`src/include/fpi_defs.svh`:
```
// Offsets, field widths and timing counts of the pull-control slave.
// Assumes a 50 MHz system clock.
`ifndef FPI_DEFS_SVH
`define FPI_DEFS_SVH
`define FPI_REG_LOWER        8'h00
`define FPI_REG_UPPER        8'h01
`define FPI_REG_RANGE        8'h02
`define FPI_UPPER_W          10
`define FPI_RANGE_W          4
`define FPI_CLK_MHZ          50
`define FPI_DELAY_US         103
`define FPI_DELAY_CYC        (`FPI_DELAY_US * `FPI_CLK_MHZ)
`define FPI_SETTLE_NS        16500
`define FPI_SETTLE_CYC       ((`FPI_SETTLE_NS * `FPI_CLK_MHZ) / 1000)
`endif

```
`src/include/fpi_pkg.sv`:
```
// Types shared by the pull-control slave files.
// Assumes nothing of its surroundings.
package fpi_pkg;
   typedef enum logic [2:0] {
      FPI_IDLE  = 3'b000,
      FPI_ADDR  = 3'b001,
      FPI_AACK  = 3'b010,
      FPI_RX    = 3'b011,
      FPI_RACK  = 3'b100,
      FPI_TX    = 3'b101,
      FPI_TACK  = 3'b110
   } fpi_state_t;
   typedef enum logic [1:0] {
      FPI_PULL_IDLE   = 2'b00,
      FPI_PULL_DELAY  = 2'b01,
      FPI_PULL_SETTLE = 2'b10
   } fpi_pull_t;
endpackage

```
`src/rtl/fpi_fifo.sv`:
```
// Small flop FIFO with valid and ready on both sides.
// Assumes one clock and a synchronous active-low reset copy.
`timescale 1ns/1ps
module fpi_fifo #(
   parameter int WIDTH = 24,
   parameter int DEPTH = 4
) (
   input  wire logic             clock_i,
   input  wire logic             rst_n_i,
   input  wire logic             in_valid_i,
   output      logic             in_ready_o,
   input  wire logic [WIDTH-1:0] in_data_i,
   output      logic             out_valid_o,
   input  wire logic             out_ready_i,
   output      logic [WIDTH-1:0] out_data_o
);
   localparam int AW = (DEPTH > 1) ? $clog2(DEPTH) : 1;
   if (DEPTH < 2 || (DEPTH & (DEPTH - 1)) != 0 || WIDTH < 1) begin : g_bad_shape
      $error("DEPTH must be a power of two of at least two");
   end
   logic [WIDTH-1:0] mem [DEPTH];
   logic [AW:0]      wr_ptr;
   logic [AW:0]      rd_ptr;
   wire              push = in_valid_i && in_ready_o;
   wire              pop  = out_valid_o && out_ready_i;
   assign in_ready_o  = (wr_ptr - rd_ptr) != (AW+1)'(DEPTH);
   assign out_valid_o = wr_ptr != rd_ptr;
   assign out_data_o  = mem[rd_ptr[AW-1:0]];
   always_ff @(posedge clock_i) begin
      if (!rst_n_i) begin
         wr_ptr <= '0;
         rd_ptr <= '0;
      end else begin
         if (push) wr_ptr <= wr_ptr + 1'b1;
         if (pop) rd_ptr <= rd_ptr + 1'b1;
      end
   end
   always_ff @(posedge clock_i) begin
      if (push) mem[wr_ptr[AW-1:0]] <= in_data_i;
   end
endmodule

```
`src/rtl/fpi_slave.sv`:
```
// Two-wire slave port of a digitally pulled oscillator with its control registers.
// Assumes SCL and SDA arrive asynchronously; SDA pull-up lives outside.
//
// Functional notes
// - Four-bit pull-range field, bits 3:0, sixteen ascending symmetric ranges.
// - Range register bits 15:4 read zero, writes ignored.
// - Range field loads a factory value at reset, master may overwrite.
// - Slave only, never drives SCL, works up to 1 Mbit/s.
// - SDA driver changes only while SCL low, once per bit.
// - Start is SDA falling, stop SDA rising, both with SCL high.
// - Repeated start restarts address reception without a stop.
// - Bytes are eight bits, MSB first, unlimited count.
// - Ninth clock carries acknowledge; low means ACK, high means NACK.
// - NACK only a foreign device address; ACK all else.
// - After master ACK of final word, release SDA for stop.
// - On master NACK keep sending next data bits anyway.
// - Seven-bit device address then direction bit, one reads.
// - First byte after write address is the 8-bit register address.
// - Register address advances per word, wrapping 255 to 0.
// - Each register is two bytes, upper byte first.
// - Read without address starts at counter, zero after reset.
// - Pull starts within 140 us, typically 103, after upper write.
// - Pull settles within 20 us, typically 16.5, after start.
// - 26-bit two's complement pull value from registers 0 and 1.
// - New pull value applied only when the upper word loads.
`timescale 1ns/1ps
`include "fpi_defs.svh"
module fpi_slave #(
   parameter logic [6:0] DEV_ADDR      = 7'h60,
   parameter logic [3:0] RANGE_DEFAULT = 4'h0,
   parameter int         DELAY_CYC     = `FPI_DELAY_CYC,
   parameter int         SETTLE_CYC    = `FPI_SETTLE_CYC
) (
   input  wire logic        clock_i,
   input  wire logic        arst_n_i,
   input  wire logic        scl_i,
   input  wire logic        sda_i,
   output      logic        sda_o,
   output      logic        sda_oe_o,
   output      logic [25:0] pull_value_o,
   output      logic [3:0]  pull_range_o,
   output      logic        pull_active_o,
   output      logic        pull_settled_o
);
   if (DELAY_CYC < 1 || SETTLE_CYC < 1 || DELAY_CYC > 16777216 || SETTLE_CYC > 16777216) begin : g_bad_timing
      $error("Timing counts must be positive and fit the counter");
   end

   // ------------------------------------------------------------
   // Reset release and pin synchronisers
   // ------------------------------------------------------------
   logic [1:0] rst_sync;
   logic       rst_n;
   logic [1:0] scl_sync;
   logic [1:0] sda_sync;
   logic       scl_q;
   logic       sda_q;
   always_ff @(posedge clock_i or negedge arst_n_i) begin
      if (!arst_n_i) begin
         rst_sync <= 2'h0;
      end else begin
         rst_sync <= {rst_sync[0], 1'b1};
      end
   end
   assign rst_n = rst_sync[1];

   always_ff @(posedge clock_i) begin
      if (!rst_n) begin
         scl_sync <= 2'h3;
         sda_sync <= 2'h3;
         scl_q    <= 1'b1;
         sda_q    <= 1'b1;
      end else begin
         scl_sync <= {scl_sync[0], scl_i};
         sda_sync <= {sda_sync[0], sda_i};
         scl_q    <= scl_sync[1];
         sda_q    <= sda_sync[1];
      end
   end

   wire scl      = scl_sync[1];
   wire sda      = sda_sync[1];
   wire scl_rise = scl && !scl_q;
   wire scl_fall = !scl && scl_q;
   wire start_c  = scl && scl_q && !sda && sda_q;
   wire stop_c   = scl && scl_q && sda && !sda_q;

   // ------------------------------------------------------------
   // Registers
   // ------------------------------------------------------------
   logic [15:0] lower_control_word;
   logic [9:0]  upper_control_word;
   logic [3:0]  frequency_pull_range;
   logic [7:0]  reg_ptr;
   logic [7:0]  hi_byte;

   logic [15:0] rd_word;
   assign rd_word = (reg_ptr == `FPI_REG_LOWER) ? lower_control_word :
                    (reg_ptr == `FPI_REG_UPPER) ? {6'h00, upper_control_word} :
                    (reg_ptr == `FPI_REG_RANGE) ? {12'h000, frequency_pull_range} :
                    16'h0000;

   // ------------------------------------------------------------
   // Bus state machine
   // ------------------------------------------------------------
   fpi_pkg::fpi_state_t state;
   logic [7:0] shreg;
   logic [3:0] bitcnt;
   logic       byte_sel;
   logic       addr_phase;
   logic       drive_low;
   logic       wr_valid;
   logic [7:0] wr_addr;
   logic [15:0] wr_data;

   wire        addr_match = shreg[7:1] == DEV_ADDR;
   wire [7:0]  tx_byte    = byte_sel ? rd_word[7:0] : rd_word[15:8];

   always_ff @(posedge clock_i) begin
      if (!rst_n) begin
         state      <= fpi_pkg::FPI_IDLE;
         shreg      <= 8'h00;
         bitcnt     <= 4'h0;
         byte_sel   <= 1'b0;
         addr_phase <= 1'b0;
         drive_low  <= 1'b0;
         reg_ptr    <= 8'h00;
         hi_byte    <= 8'h00;
         wr_valid   <= 1'b0;
         wr_addr    <= 8'h00;
         wr_data    <= 16'h0000;
      end else begin
         wr_valid <= 1'b0;
         if (start_c) begin
            state     <= fpi_pkg::FPI_ADDR;
            bitcnt    <= 4'h0;
            drive_low <= 1'b0;
         end else if (stop_c) begin
            state     <= fpi_pkg::FPI_IDLE;
            drive_low <= 1'b0;
         end else begin
            case (state)
               fpi_pkg::FPI_IDLE: begin
                  drive_low <= 1'b0;
               end
               fpi_pkg::FPI_ADDR, fpi_pkg::FPI_RX: begin
                  if (scl_rise) begin
                     shreg  <= {shreg[6:0], sda};
                     bitcnt <= bitcnt + 4'h1;
                  end else if (scl_fall && bitcnt == 4'h8) begin
                     bitcnt <= 4'h0;
                     if (state == fpi_pkg::FPI_ADDR) begin
                        if (addr_match) begin
                           drive_low  <= 1'b1;
                           state      <= fpi_pkg::FPI_AACK;
                           byte_sel   <= 1'b0;
                           addr_phase <= !shreg[0];
                        end else begin
                           state <= fpi_pkg::FPI_IDLE;
                        end
                     end else begin
                        drive_low <= 1'b1;
                        state     <= fpi_pkg::FPI_RACK;
                        if (addr_phase) begin
                           reg_ptr    <= shreg;
                           addr_phase <= 1'b0;
                           byte_sel   <= 1'b0;
                        end else if (!byte_sel) begin
                           hi_byte  <= shreg;
                           byte_sel <= 1'b1;
                        end else begin
                           wr_valid <= 1'b1;
                           wr_addr  <= reg_ptr;
                           wr_data  <= {hi_byte, shreg};
                           reg_ptr  <= reg_ptr + 8'h01;
                           byte_sel <= 1'b0;
                        end
                     end
                  end
               end
               fpi_pkg::FPI_AACK: begin
                  if (scl_fall) begin
                     if (shreg[0]) begin
                        state     <= fpi_pkg::FPI_TX;
                        shreg     <= tx_byte;
                        drive_low <= !tx_byte[7];
                        bitcnt    <= 4'h0;
                     end else begin
                        state     <= fpi_pkg::FPI_RX;
                        drive_low <= 1'b0;
                     end
                  end
               end
               fpi_pkg::FPI_RACK: begin
                  if (scl_fall) begin
                     state     <= fpi_pkg::FPI_RX;
                     drive_low <= 1'b0;
                  end
               end
               fpi_pkg::FPI_TX: begin
                  if (scl_rise) begin
                     bitcnt <= bitcnt + 4'h1;
                  end else if (scl_fall) begin
                     if (bitcnt == 4'h8) begin
                        drive_low <= 1'b0;
                        state     <= fpi_pkg::FPI_TACK;
                        if (byte_sel) begin
                           reg_ptr <= reg_ptr + 8'h01;
                        end
                        byte_sel <= !byte_sel;
                     end else begin
                        shreg     <= {shreg[6:0], 1'b0};
                        drive_low <= !shreg[6];
                     end
                  end
               end
               fpi_pkg::FPI_TACK: begin
                  if (scl_rise) begin
                     shreg <= {7'h00, sda};
                  end else if (scl_fall) begin
                     bitcnt <= 4'h0;
                     if (!shreg[0] && !byte_sel) begin
                        state     <= fpi_pkg::FPI_IDLE;
                        drive_low <= 1'b0;
                     end else begin
                        state     <= fpi_pkg::FPI_TX;
                        shreg     <= tx_byte;
                        drive_low <= !tx_byte[7];
                     end
                  end
               end
               default: begin
                  state <= fpi_pkg::FPI_IDLE;
               end
            endcase
         end
      end
   end

   // Open-drain data; SCL is never driven
   assign sda_o    = 1'b0;
   assign sda_oe_o = drive_low;

   // ------------------------------------------------------------
   // Write queue and register update
   // ------------------------------------------------------------
   logic        q_valid;
   logic [23:0] q_data;
   logic        q_ready;
   logic        q_in_ready;
   fpi_fifo #(
      .WIDTH(24),
      .DEPTH(4)
   ) u_wq (
      .clock_i    (clock_i),
      .rst_n_i    (rst_n),
      .in_valid_i (wr_valid),
      .in_ready_o (q_in_ready),
      .in_data_i  ({wr_addr, wr_data}),
      .out_valid_o(q_valid),
      .out_ready_i(q_ready),
      .out_data_o (q_data)
   );

   fpi_pkg::fpi_pull_t pull_st;
   logic [23:0] pull_cnt;
   wire         q_is_upper = q_data[23:16] == `FPI_REG_UPPER;
   // Upper word waits until the previous pull has started
   assign q_ready = !(q_is_upper && pull_st == fpi_pkg::FPI_PULL_DELAY);

   logic [25:0] pending;
   always_ff @(posedge clock_i) begin
      if (!rst_n) begin
         lower_control_word   <= 16'h0000;
         upper_control_word   <= 10'h000;
         frequency_pull_range <= RANGE_DEFAULT;
         pull_value_o         <= 26'h0000000;
         pending              <= 26'h0000000;
         pull_st              <= fpi_pkg::FPI_PULL_IDLE;
         pull_cnt             <= 24'h000000;
         pull_active_o        <= 1'b0;
         pull_settled_o       <= 1'b1;
      end else begin
         if (q_valid && q_ready) begin
            case (q_data[23:16])
               `FPI_REG_LOWER: lower_control_word <= q_data[15:0];
               `FPI_REG_UPPER: begin
                  upper_control_word <= q_data[9:0];
                  pending  <= {q_data[9:0], lower_control_word};
                  pull_st  <= fpi_pkg::FPI_PULL_DELAY;
                  pull_cnt <= 24'(DELAY_CYC - 1);
                  pull_settled_o <= 1'b0;
                  pull_active_o  <= 1'b0;
               end
               `FPI_REG_RANGE: frequency_pull_range <= q_data[3:0];
               default: ;
            endcase
         end
         case (pull_st)
            fpi_pkg::FPI_PULL_DELAY: begin
               if (pull_cnt == 24'h000000) begin
                  pull_value_o  <= pending;
                  pull_active_o <= 1'b1;
                  pull_st       <= fpi_pkg::FPI_PULL_SETTLE;
                  pull_cnt      <= 24'(SETTLE_CYC - 1);
               end else begin
                  pull_cnt <= pull_cnt - 24'h000001;
               end
            end
            fpi_pkg::FPI_PULL_SETTLE: begin
               if (!(q_valid && q_ready && q_is_upper)) begin
                  if (pull_cnt == 24'h000000) begin
                     pull_settled_o <= 1'b1;
                     pull_active_o  <= 1'b0;
                     pull_st        <= fpi_pkg::FPI_PULL_IDLE;
                  end else begin
                     pull_cnt <= pull_cnt - 24'h000001;
                  end
               end
            end
            default: ;
         endcase
      end
   end

   assign pull_range_o = frequency_pull_range;
endmodule

```
`config.mk`:
```
export PLATFORM = sky130hd
export DESIGN_NAME = fpi_slave
export DESIGN_NICKNAME = d
export VERILOG_FILES = /design/src/include/fpi_pkg.sv /design/src/rtl/fpi_fifo.sv /design/src/rtl/fpi_slave.sv
export VERILOG_INCLUDE_DIRS = /design/src /design/src/include
export SDC_FILE = /design/constraint.sdc
export NUM_CORES = 1
export LEC_CHECK = 0
export BUFFER_PORTS_ARGS = -buffer_cell sky130_fd_sc_hd__buf_2
export CAP_MARGIN = 20
export CORE_MARGIN = 2
export CORE_UTILIZATION = 45
export DETAILED_ROUTE_END_ITERATION = 8
export HOLD_SLACK_MARGIN = 0.06
export SLEW_MARGIN = 20
export SYNTH_ARGS = -nofsm -noshare
export SYNTH_HDL_FRONTEND = slang
export SYNTH_SLANG_ARGS = --single-unit
export TNS_END_PERCENT = 100
```
`constraint.sdc`:
```
create_clock -name clock_i -period 9 [get_ports clock_i]
set_clock_uncertainty 0.15 [all_clocks]
set_input_delay 0.9 -clock clock_i [delete_from_list [all_inputs] [get_ports clock_i]]
set_output_delay 0.9 -clock clock_i [all_outputs]
set_load 0.02 [all_outputs]
```
==> run_results.csv, run 1 <==
group,metric,value,unit
clocking,clock-sinks,271,
sta,fmax,311,MHz
setup_path,crit_type,"flip-flop to flip-flop",
route,wire_per_inst,17.2,µm
die,start_util,45.7,%
grt,antenna_found_initial,0,
logic_synthesis,ys.warnings.count,0,
sta,setup_tns,0,ns
clocking,cts.path.max_buffers,3,
die,dieArea,26700,µm²
setup_path,crit_path_start_kind,"flip-flop",
route,vias,8111,
worst_hold_path,hp-class,"flip-flop to flip-flop",
logic_synthesis,synth_area,11400,µm²
logic_synthesis,synthXorXnorAreaFrac,0.919,%
status,status,"completed",
clocking,path_clk_slew,0.06,ns
logic_synthesis,synth_compound_area_share,12.1,%
grt,gr-total-overflow,0,
clocking,cts_root_buffer,"clkbuf_16",
sta,slew_headroom,26.8,%
route,antenna_left,0,
pwr,pwr_density_cell,195,nW/µm²
logic_synthesis,syn-instance-count,1122,
clocking,htree_levels,1,
pwr,ir_drop,140,µV
cells_and_area,mostFrequentLayoutCell,"dfxtp_1",
logic_synthesis,ys_seq_area_share,55.9,%
clocking,clk_latency,0.56,ns
logic_synthesis,ys_ff_latch,271,
setup_path,arrival,3.46,ns
logic_synthesis,synth_ff_type,"dfxtp_1",
grt,grt_max_degree,94,
cells_and_area,final_cell_mix,"dfxtp_1 (173), nand2_1 (158), nor2_1 (127), a21oi_1 (108), edfxtp_1 (96)",
sta,setup_violations,0,
setup_path,crit_fanout,26,
pwr,p_total,2.51,mW
cells_and_area,diodes,0,
cells_and_area,layout-drive-gt1-share,11.3,%
setup_path,reg2reg_depth,7,
setup_path,cp-end-kind,"flip-flop",
cells_and_area,area_delta_synth_final,12.4,%
route,drc,0,
route,wl,25.5,mm
setup_path,r2r_end,"pull_range_o[0]",
placed_design,gp_congestion,0.811,
grt,grt_util_all_layers,19.1,%
clocking,post_cts_buffers,0,
logic_synthesis,synth_top_family_by_area,"simple AND/OR/NAND/NOR gates",
die,placeableCoreArea,25000,µm²
logic_synthesis,syn_area_per_cell,10.2,µm²
sta,rsz0062_at_grt,"no",
logic_synthesis,synth_mux_area_share,8.66,%
placed_design,place_area,11900,µm²
pwr,p_leak,4.43,nW
grt,grt_pass1_wl,40.4,mm
placed_design,numPortBuffers,36,
route,drt_iter0_markers,708,
route,drtPass1Iterations,5,
flow_run,cap_viol_max_count,0,
logic_synthesis,synthArstFlopShare,0.738,%
die,die_height,163,µm
logic_synthesis,synth_edf_count,96,
logic_synthesis,synthTopCellsByArea,"dfxtp_1 (30%), edfxtp_1 (25%), nand2_1 (5.2%)",
clocking,cts_tree,"done",
sta,finalCritPeriodShare,35.7,%
cells_and_area,design_area,12800,µm²
logic_synthesis,synth_top_cell_area_share,30.3,%
die,die-width,163,µm
cells_and_area,fin_util,51.3,%
setup_path,cp-endpoint,"pull_range_o[0]",
die,ioPinCount,38,
logic_synthesis,ys_types,73,
logic_synthesis,synthAdderAreaFrac,2.28,%
placed_design,dp_hpwl,16.4,mm
sta,min_period,3.21,ns
cells_and_area,fin_nets,1158,
sta,worst-slew-pin-transition,1.08,ns
sta,hold_violations,0,
clocking,numCtsBuffers,29,
die,rows,58,
setup_path,rrSetupSlack,5.79,ns
route,drt-vias-per-instance,5.45,
logic_synthesis,syn-num-nets,1146,
setup_path,cp.required,9.25,ns
grt,grt_pass1_vias,7491,
logic_synthesis,yosys.area.top_type,"dfxtp_1",
sta,drv_slew,0,
logic_synthesis,synth-simple-area-share,16.6,%
-- worst max-delay path, cell delays in order, from the launching register on --
cell	delay, ns
dfxtp_1	0.31
buf_4	0.39
nor4bb_1	0.34
nor4_1	0.09
a31oi_1	0.52
nor4bb_1	0.93
mux2i_1	0.27
nor2_1	0.05
-- worst min path at each step --
| stage | start | endpoint | slack (ns) | cells past startpoint |
|---|---|---|---|---|
| after floorplan | rst_sync[0] | rst_sync[1] | 0.18 | 0 |
| after global placement | rst_sync[0] | rst_sync[1] | 0.19 | 0 |
| after detailed placement | rst_sync[0] | rst_sync[1] | 0.19 | 0 |
| after CTS | rst_sync[0] | rst_sync[1] | 0.21 | 0 |
| after global routing | rst_sync[0] | rst_sync[1] | 0.21 | 0 |
| final | rst_sync[0] | rst_sync[1] | 0.20 | 0 |
-- where the power goes --
group          total [mW]  leakage, nW  switching (mW)  internal [mW]
combinational      0.0366         1.88          0.0255         0.0110
clock                1.20        0.471           0.484          0.716
sequential           1.27         2.08          0.0105           1.26
total                2.51         4.43           0.520           1.99
-- flip-flops by register name, indices dropped and copies added (netlist names), 10 cells and up, named ones only --
name / flops
u_wq.mem: 96
pull_value_o: 26
pull_cnt: 24
lower_control_word: 16
pending: 16
wr_data: 16
upper_control_word: 10
-- cells in the mapped netlist (all sizes together) (8+ instances only) --
cell    count
dfxtp     173
nand2     158
nor2      127
a21oi     108
edfxtp     96
clkbuf     61
mux2i      55
o21ai      46
inv        32
ha         20
mux4       19
nor3       18
a22oi      13
nor4       13
and2       11
nand2b     11
a211oi     10
a31oi      10
nand3      10
buf         8
or3         8
-- cell families (layout without fill, tap and decap cells) --
family / count (synthesis) / count (layout)
simple gates: 409 / 409
flops: 271 / 271
compound gates: 231 / 231
buf+inv: 101 / 136
mux: 75 / 75
fa+ha+maj: 21 / 21
xor+xnor: 12 / 12
other cells: 2 / 2
-- repair_timing --
action	in CTS	in global routing
hold buffers	1	0
gates resized for setup	0	0
endpoints found under the hold margin	2	0
-- metal layers --
| metal | routed length, µm | global-route usage [%] | share of wire (%) |
|---|---|---|---|
| met3 | 1140 | 2.97 | 4.4 |
| met1 | 12200 | 27.2 | 48 |
| met4 | 454 | 4.83 | 1.8 |
| met5 | 0 | 0 | 0 |
| met2 | 11800 | 30.6 | 46 |
-- per-stage QoR --
step	instances	hold slack (ns)	worst slack, ns
after CTS	1487	0.207	5.82
after detailed placement	1432	0.193	5.84
final	1487	0.202	5.79
after floorplan	1122	0.181	6.07
after global placement	1432	0.188	5.95
after global routing	1487	0.209	5.49
-- final cells by class --
class	instances	area, µm²
Clock buffer	34	754
Clock inverter	20	220
Fill cell	2284	12200
Inverter	32	123
Multi-Input combinational cell	750	4650
Sequential cell	271	6400
Tap cell	330	413
Timing Repair Buffer	50	288
Power figures use the tool's default switching activity.
==> run 2: changes to the inputs <==
Clock period 9 ns to 3.35 ns, I/O delays scaled along.
==> run 2 against run 1 <==
Effect of this change:
- first-iteration DRC count down 12%
- final cell count increased by 0.87%
- die area unchanged
- setup slack got worse by 5.4 ns
- sequential cell count is the same
- routed wire length up 1.8%
- total power rose to 2.7 times the previous value
- largest cell class unchanged
- sequential share of layout area shrank 0.43 points
- sequential power rose to 2.7 times the previous value
- critical endpoint is now pull_cnt[22]
- core utilization rose by 0.45 points
- count of clock-buffer cells in the layout increased by 6
- worst hold slack better by 0.0022 ns
==> run_results.csv, run 2 (synthesis results as in run 1) <==
group,metric,value,unit
clocking,numCtsBuffers,29,
clocking,clock-sinks,271,
setup_path,r2r_end,"pull_cnt[22]",
die,start_util,45.7,%
setup_path,crit_type,"flip-flop to flip-flop",
die,die_height,163,µm
placed_design,gp_congestion,0.824,
setup_path,cp-end-kind,"flip-flop",
clocking,cts_root_buffer,"clkbuf_16",
grt,grt_pass1_wl,42.0,mm
setup_path,reg2reg_depth,8,
setup_path,crit_path_frequent_cell,"or3_1",
status,status,"completed",
clocking,htree_levels,1,
route,drt_iter0_markers,621,
die,dieArea,26700,µm²
cells_and_area,fin_cells,1500,
cells_and_area,area_delta_synth_final,13.4,%
pwr,p_leak,4.50,nW
sta,slew_headroom,40.9,%
sta,hold_violations,0,
placed_design,pre_cts_slack,0.355,ns
grt,use_met2,30.7,%
cells_and_area,layout-drive-gt1-share,12.0,%
cells_and_area,largest_reg_flops,96,
die,ioPinCount,38,
sta,finalCritPeriodShare,89.5,%
worst_hold_path,hp-class,"flip-flop to flip-flop",
clocking,cts.path.max_buffers,3,
sta,fmax,333,MHz
route,wl,26.0,mm
sta,setup_violations,0,
sta,worst-slew-pin-transition,0.879,ns
route,wire_per_inst,17.3,µm
setup_path,slowest_delay,0.53,ns
grt,grt_pass1_vias,7696,
setup_path,crit_path_start_kind,"flip-flop",
grt,gr-total-overflow,0,
sta,layout_setup_ws,0.351,ns
cells_and_area,mostFrequentLayoutCell,"dfxtp_1",
route,vias,8193,
placed_design,dp_cells,1442,
setup_path,cp_num_buf_inv,1,
sta,hold_ws,0.204,ns
setup_path,crit_chain,"inv_1 > ha_1 > or3b_2 > or4_4 > or3_4 > or3_1 > or3_1 > a31oi_1",
grt,antenna_found_initial,0,
setup_path,cp.depth,8,
clocking,path_clk_slew,0.06,ns
grt,gr-usage-met1,28.6,%
sta,drv_slew,0,
sta,setup_tns,0,ns
die,die-width,163,µm
sta,min_period,3.00,ns
setup_path,crit_fanout,6,
pwr,ir_drop,341,µV
clocking,cts_tree,"done",
placed_design,numPortBuffers,36,
die,placeableCoreArea,25000,µm²
pwr,pwr_density_cell,521,nW/µm²
route,drt-vias-per-instance,5.46,
setup_path,crit_slowest_cell,"or3b_2",
cells_and_area,diodes,0,
grt,grt_max_degree,75,
setup_path,crit_family,"simple AND/OR/NAND/NOR gates",
setup_path,cp.required,3.68,ns
clocking,clk_latency,0.56,ns
sta,rsz0062_at_grt,"no",
setup_path,crit_start,"pull_cnt[0]",
setup_path,arrival,3.33,ns
cells_and_area,fill_cells,2247,
route,drtPass1Iterations,5,
setup_path,cp-endpoint,"pull_cnt[22]",
grt,met3_usage,2.72,%
route,antenna_left,0,
placed_design,dp_hpwl,16.7,mm
route,drc,0,
setup_path,rrSetupSlack,0.35,ns
cells_and_area,design_area,13000,µm²
setup_path,rr_startpoint,"pull_cnt[0]",
die,rows,58,
grt,grt_util_all_layers,19.7,%
cells_and_area,fin_nets,1171,
flow_run,cap_viol_max_count,0,
placed_design,place_area,12000,µm²
grt,grt-busiest-layer,"met2",
cells_and_area,final_cell_mix,"dfxtp_1 (173), nand2_1 (158), nor2_1 (127), a21oi_1 (108), edfxtp_1 (96)",
run 2: worst reg2reg max path, delay by kind of cell, from the launching register on:
kind / cells / cell delay (ns)
flops: 1 / 0.34
fa+ha+maj: 1 / 0.18
simple gates: 5 / 2.02
compound gates: 1 / 0.15
buf+inv: 1 / 0.09
run 2: routing by layer:
| metal | routed length (µm) | vias up |
|---|---|---|
| li1 | - | 4058 |
| met1 | 12600 | 3903 |
| met2 | 11600 | 185 |
| met3 | 1260 | 47 |
| met4 | 607 | 0 |
| met5 | 0 | - |
run 2: worst min path at each step:
stage / to / cells past startpoint / slack [ns] / startpoint
finish: rst_sync[1] / 0 / 0.20 / rst_sync[0]
global route: rst_sync[1] / 0 / 0.22 / rst_sync[0]
CTS: rst_sync[1] / 0 / 0.21 / rst_sync[0]
detailed placement: rst_sync[0] / 1 / -0.03 / arst_n_i
global placement: rst_sync[0] / 1 / -0.03 / arst_n_i
floorplan: rst_sync[0] / 0 / -0.11 / arst_n_i
run 2: final cells by class:
class | count | area, µm² | share of cell area [%]
Sequential cell | 271 | 6400 | 49.3
Multi-Input combinational cell | 750 | 4650 | 35.9
Clock buffer | 40 | 807 | 6.23
Tap cell | 330 | 413 | 3.19
Timing Repair Buffer | 63 | 405 | 3.13
Clock inverter | 14 | 163 | 1.25
Inverter | 32 | 123 | 0.946
run 2: what timing repair did:
item,CTS,global route
resized for setup,0,0
hold buffers,4,0
buffers inserted,0,0
hold endpoints to repair,4,0
run 2: report_power, final:
| part | internal (mW) | total (mW) | switching [mW] |
|---|---|---|---|
| logic | 0.0351 | 0.106 | 0.0712 |
| clock network | 1.92 | 3.22 | 1.31 |
| registers | 3.39 | 3.42 | 0.0250 |
run 2: per-stage QoR:
step	utilization (%)	power, mW
final	51.8	6.75
after floorplan	-	3.56
after CTS	51.8	6.82
after global routing	51.8	6.98
after global placement	47.7	3.59
after detailed placement	47.7	3.59
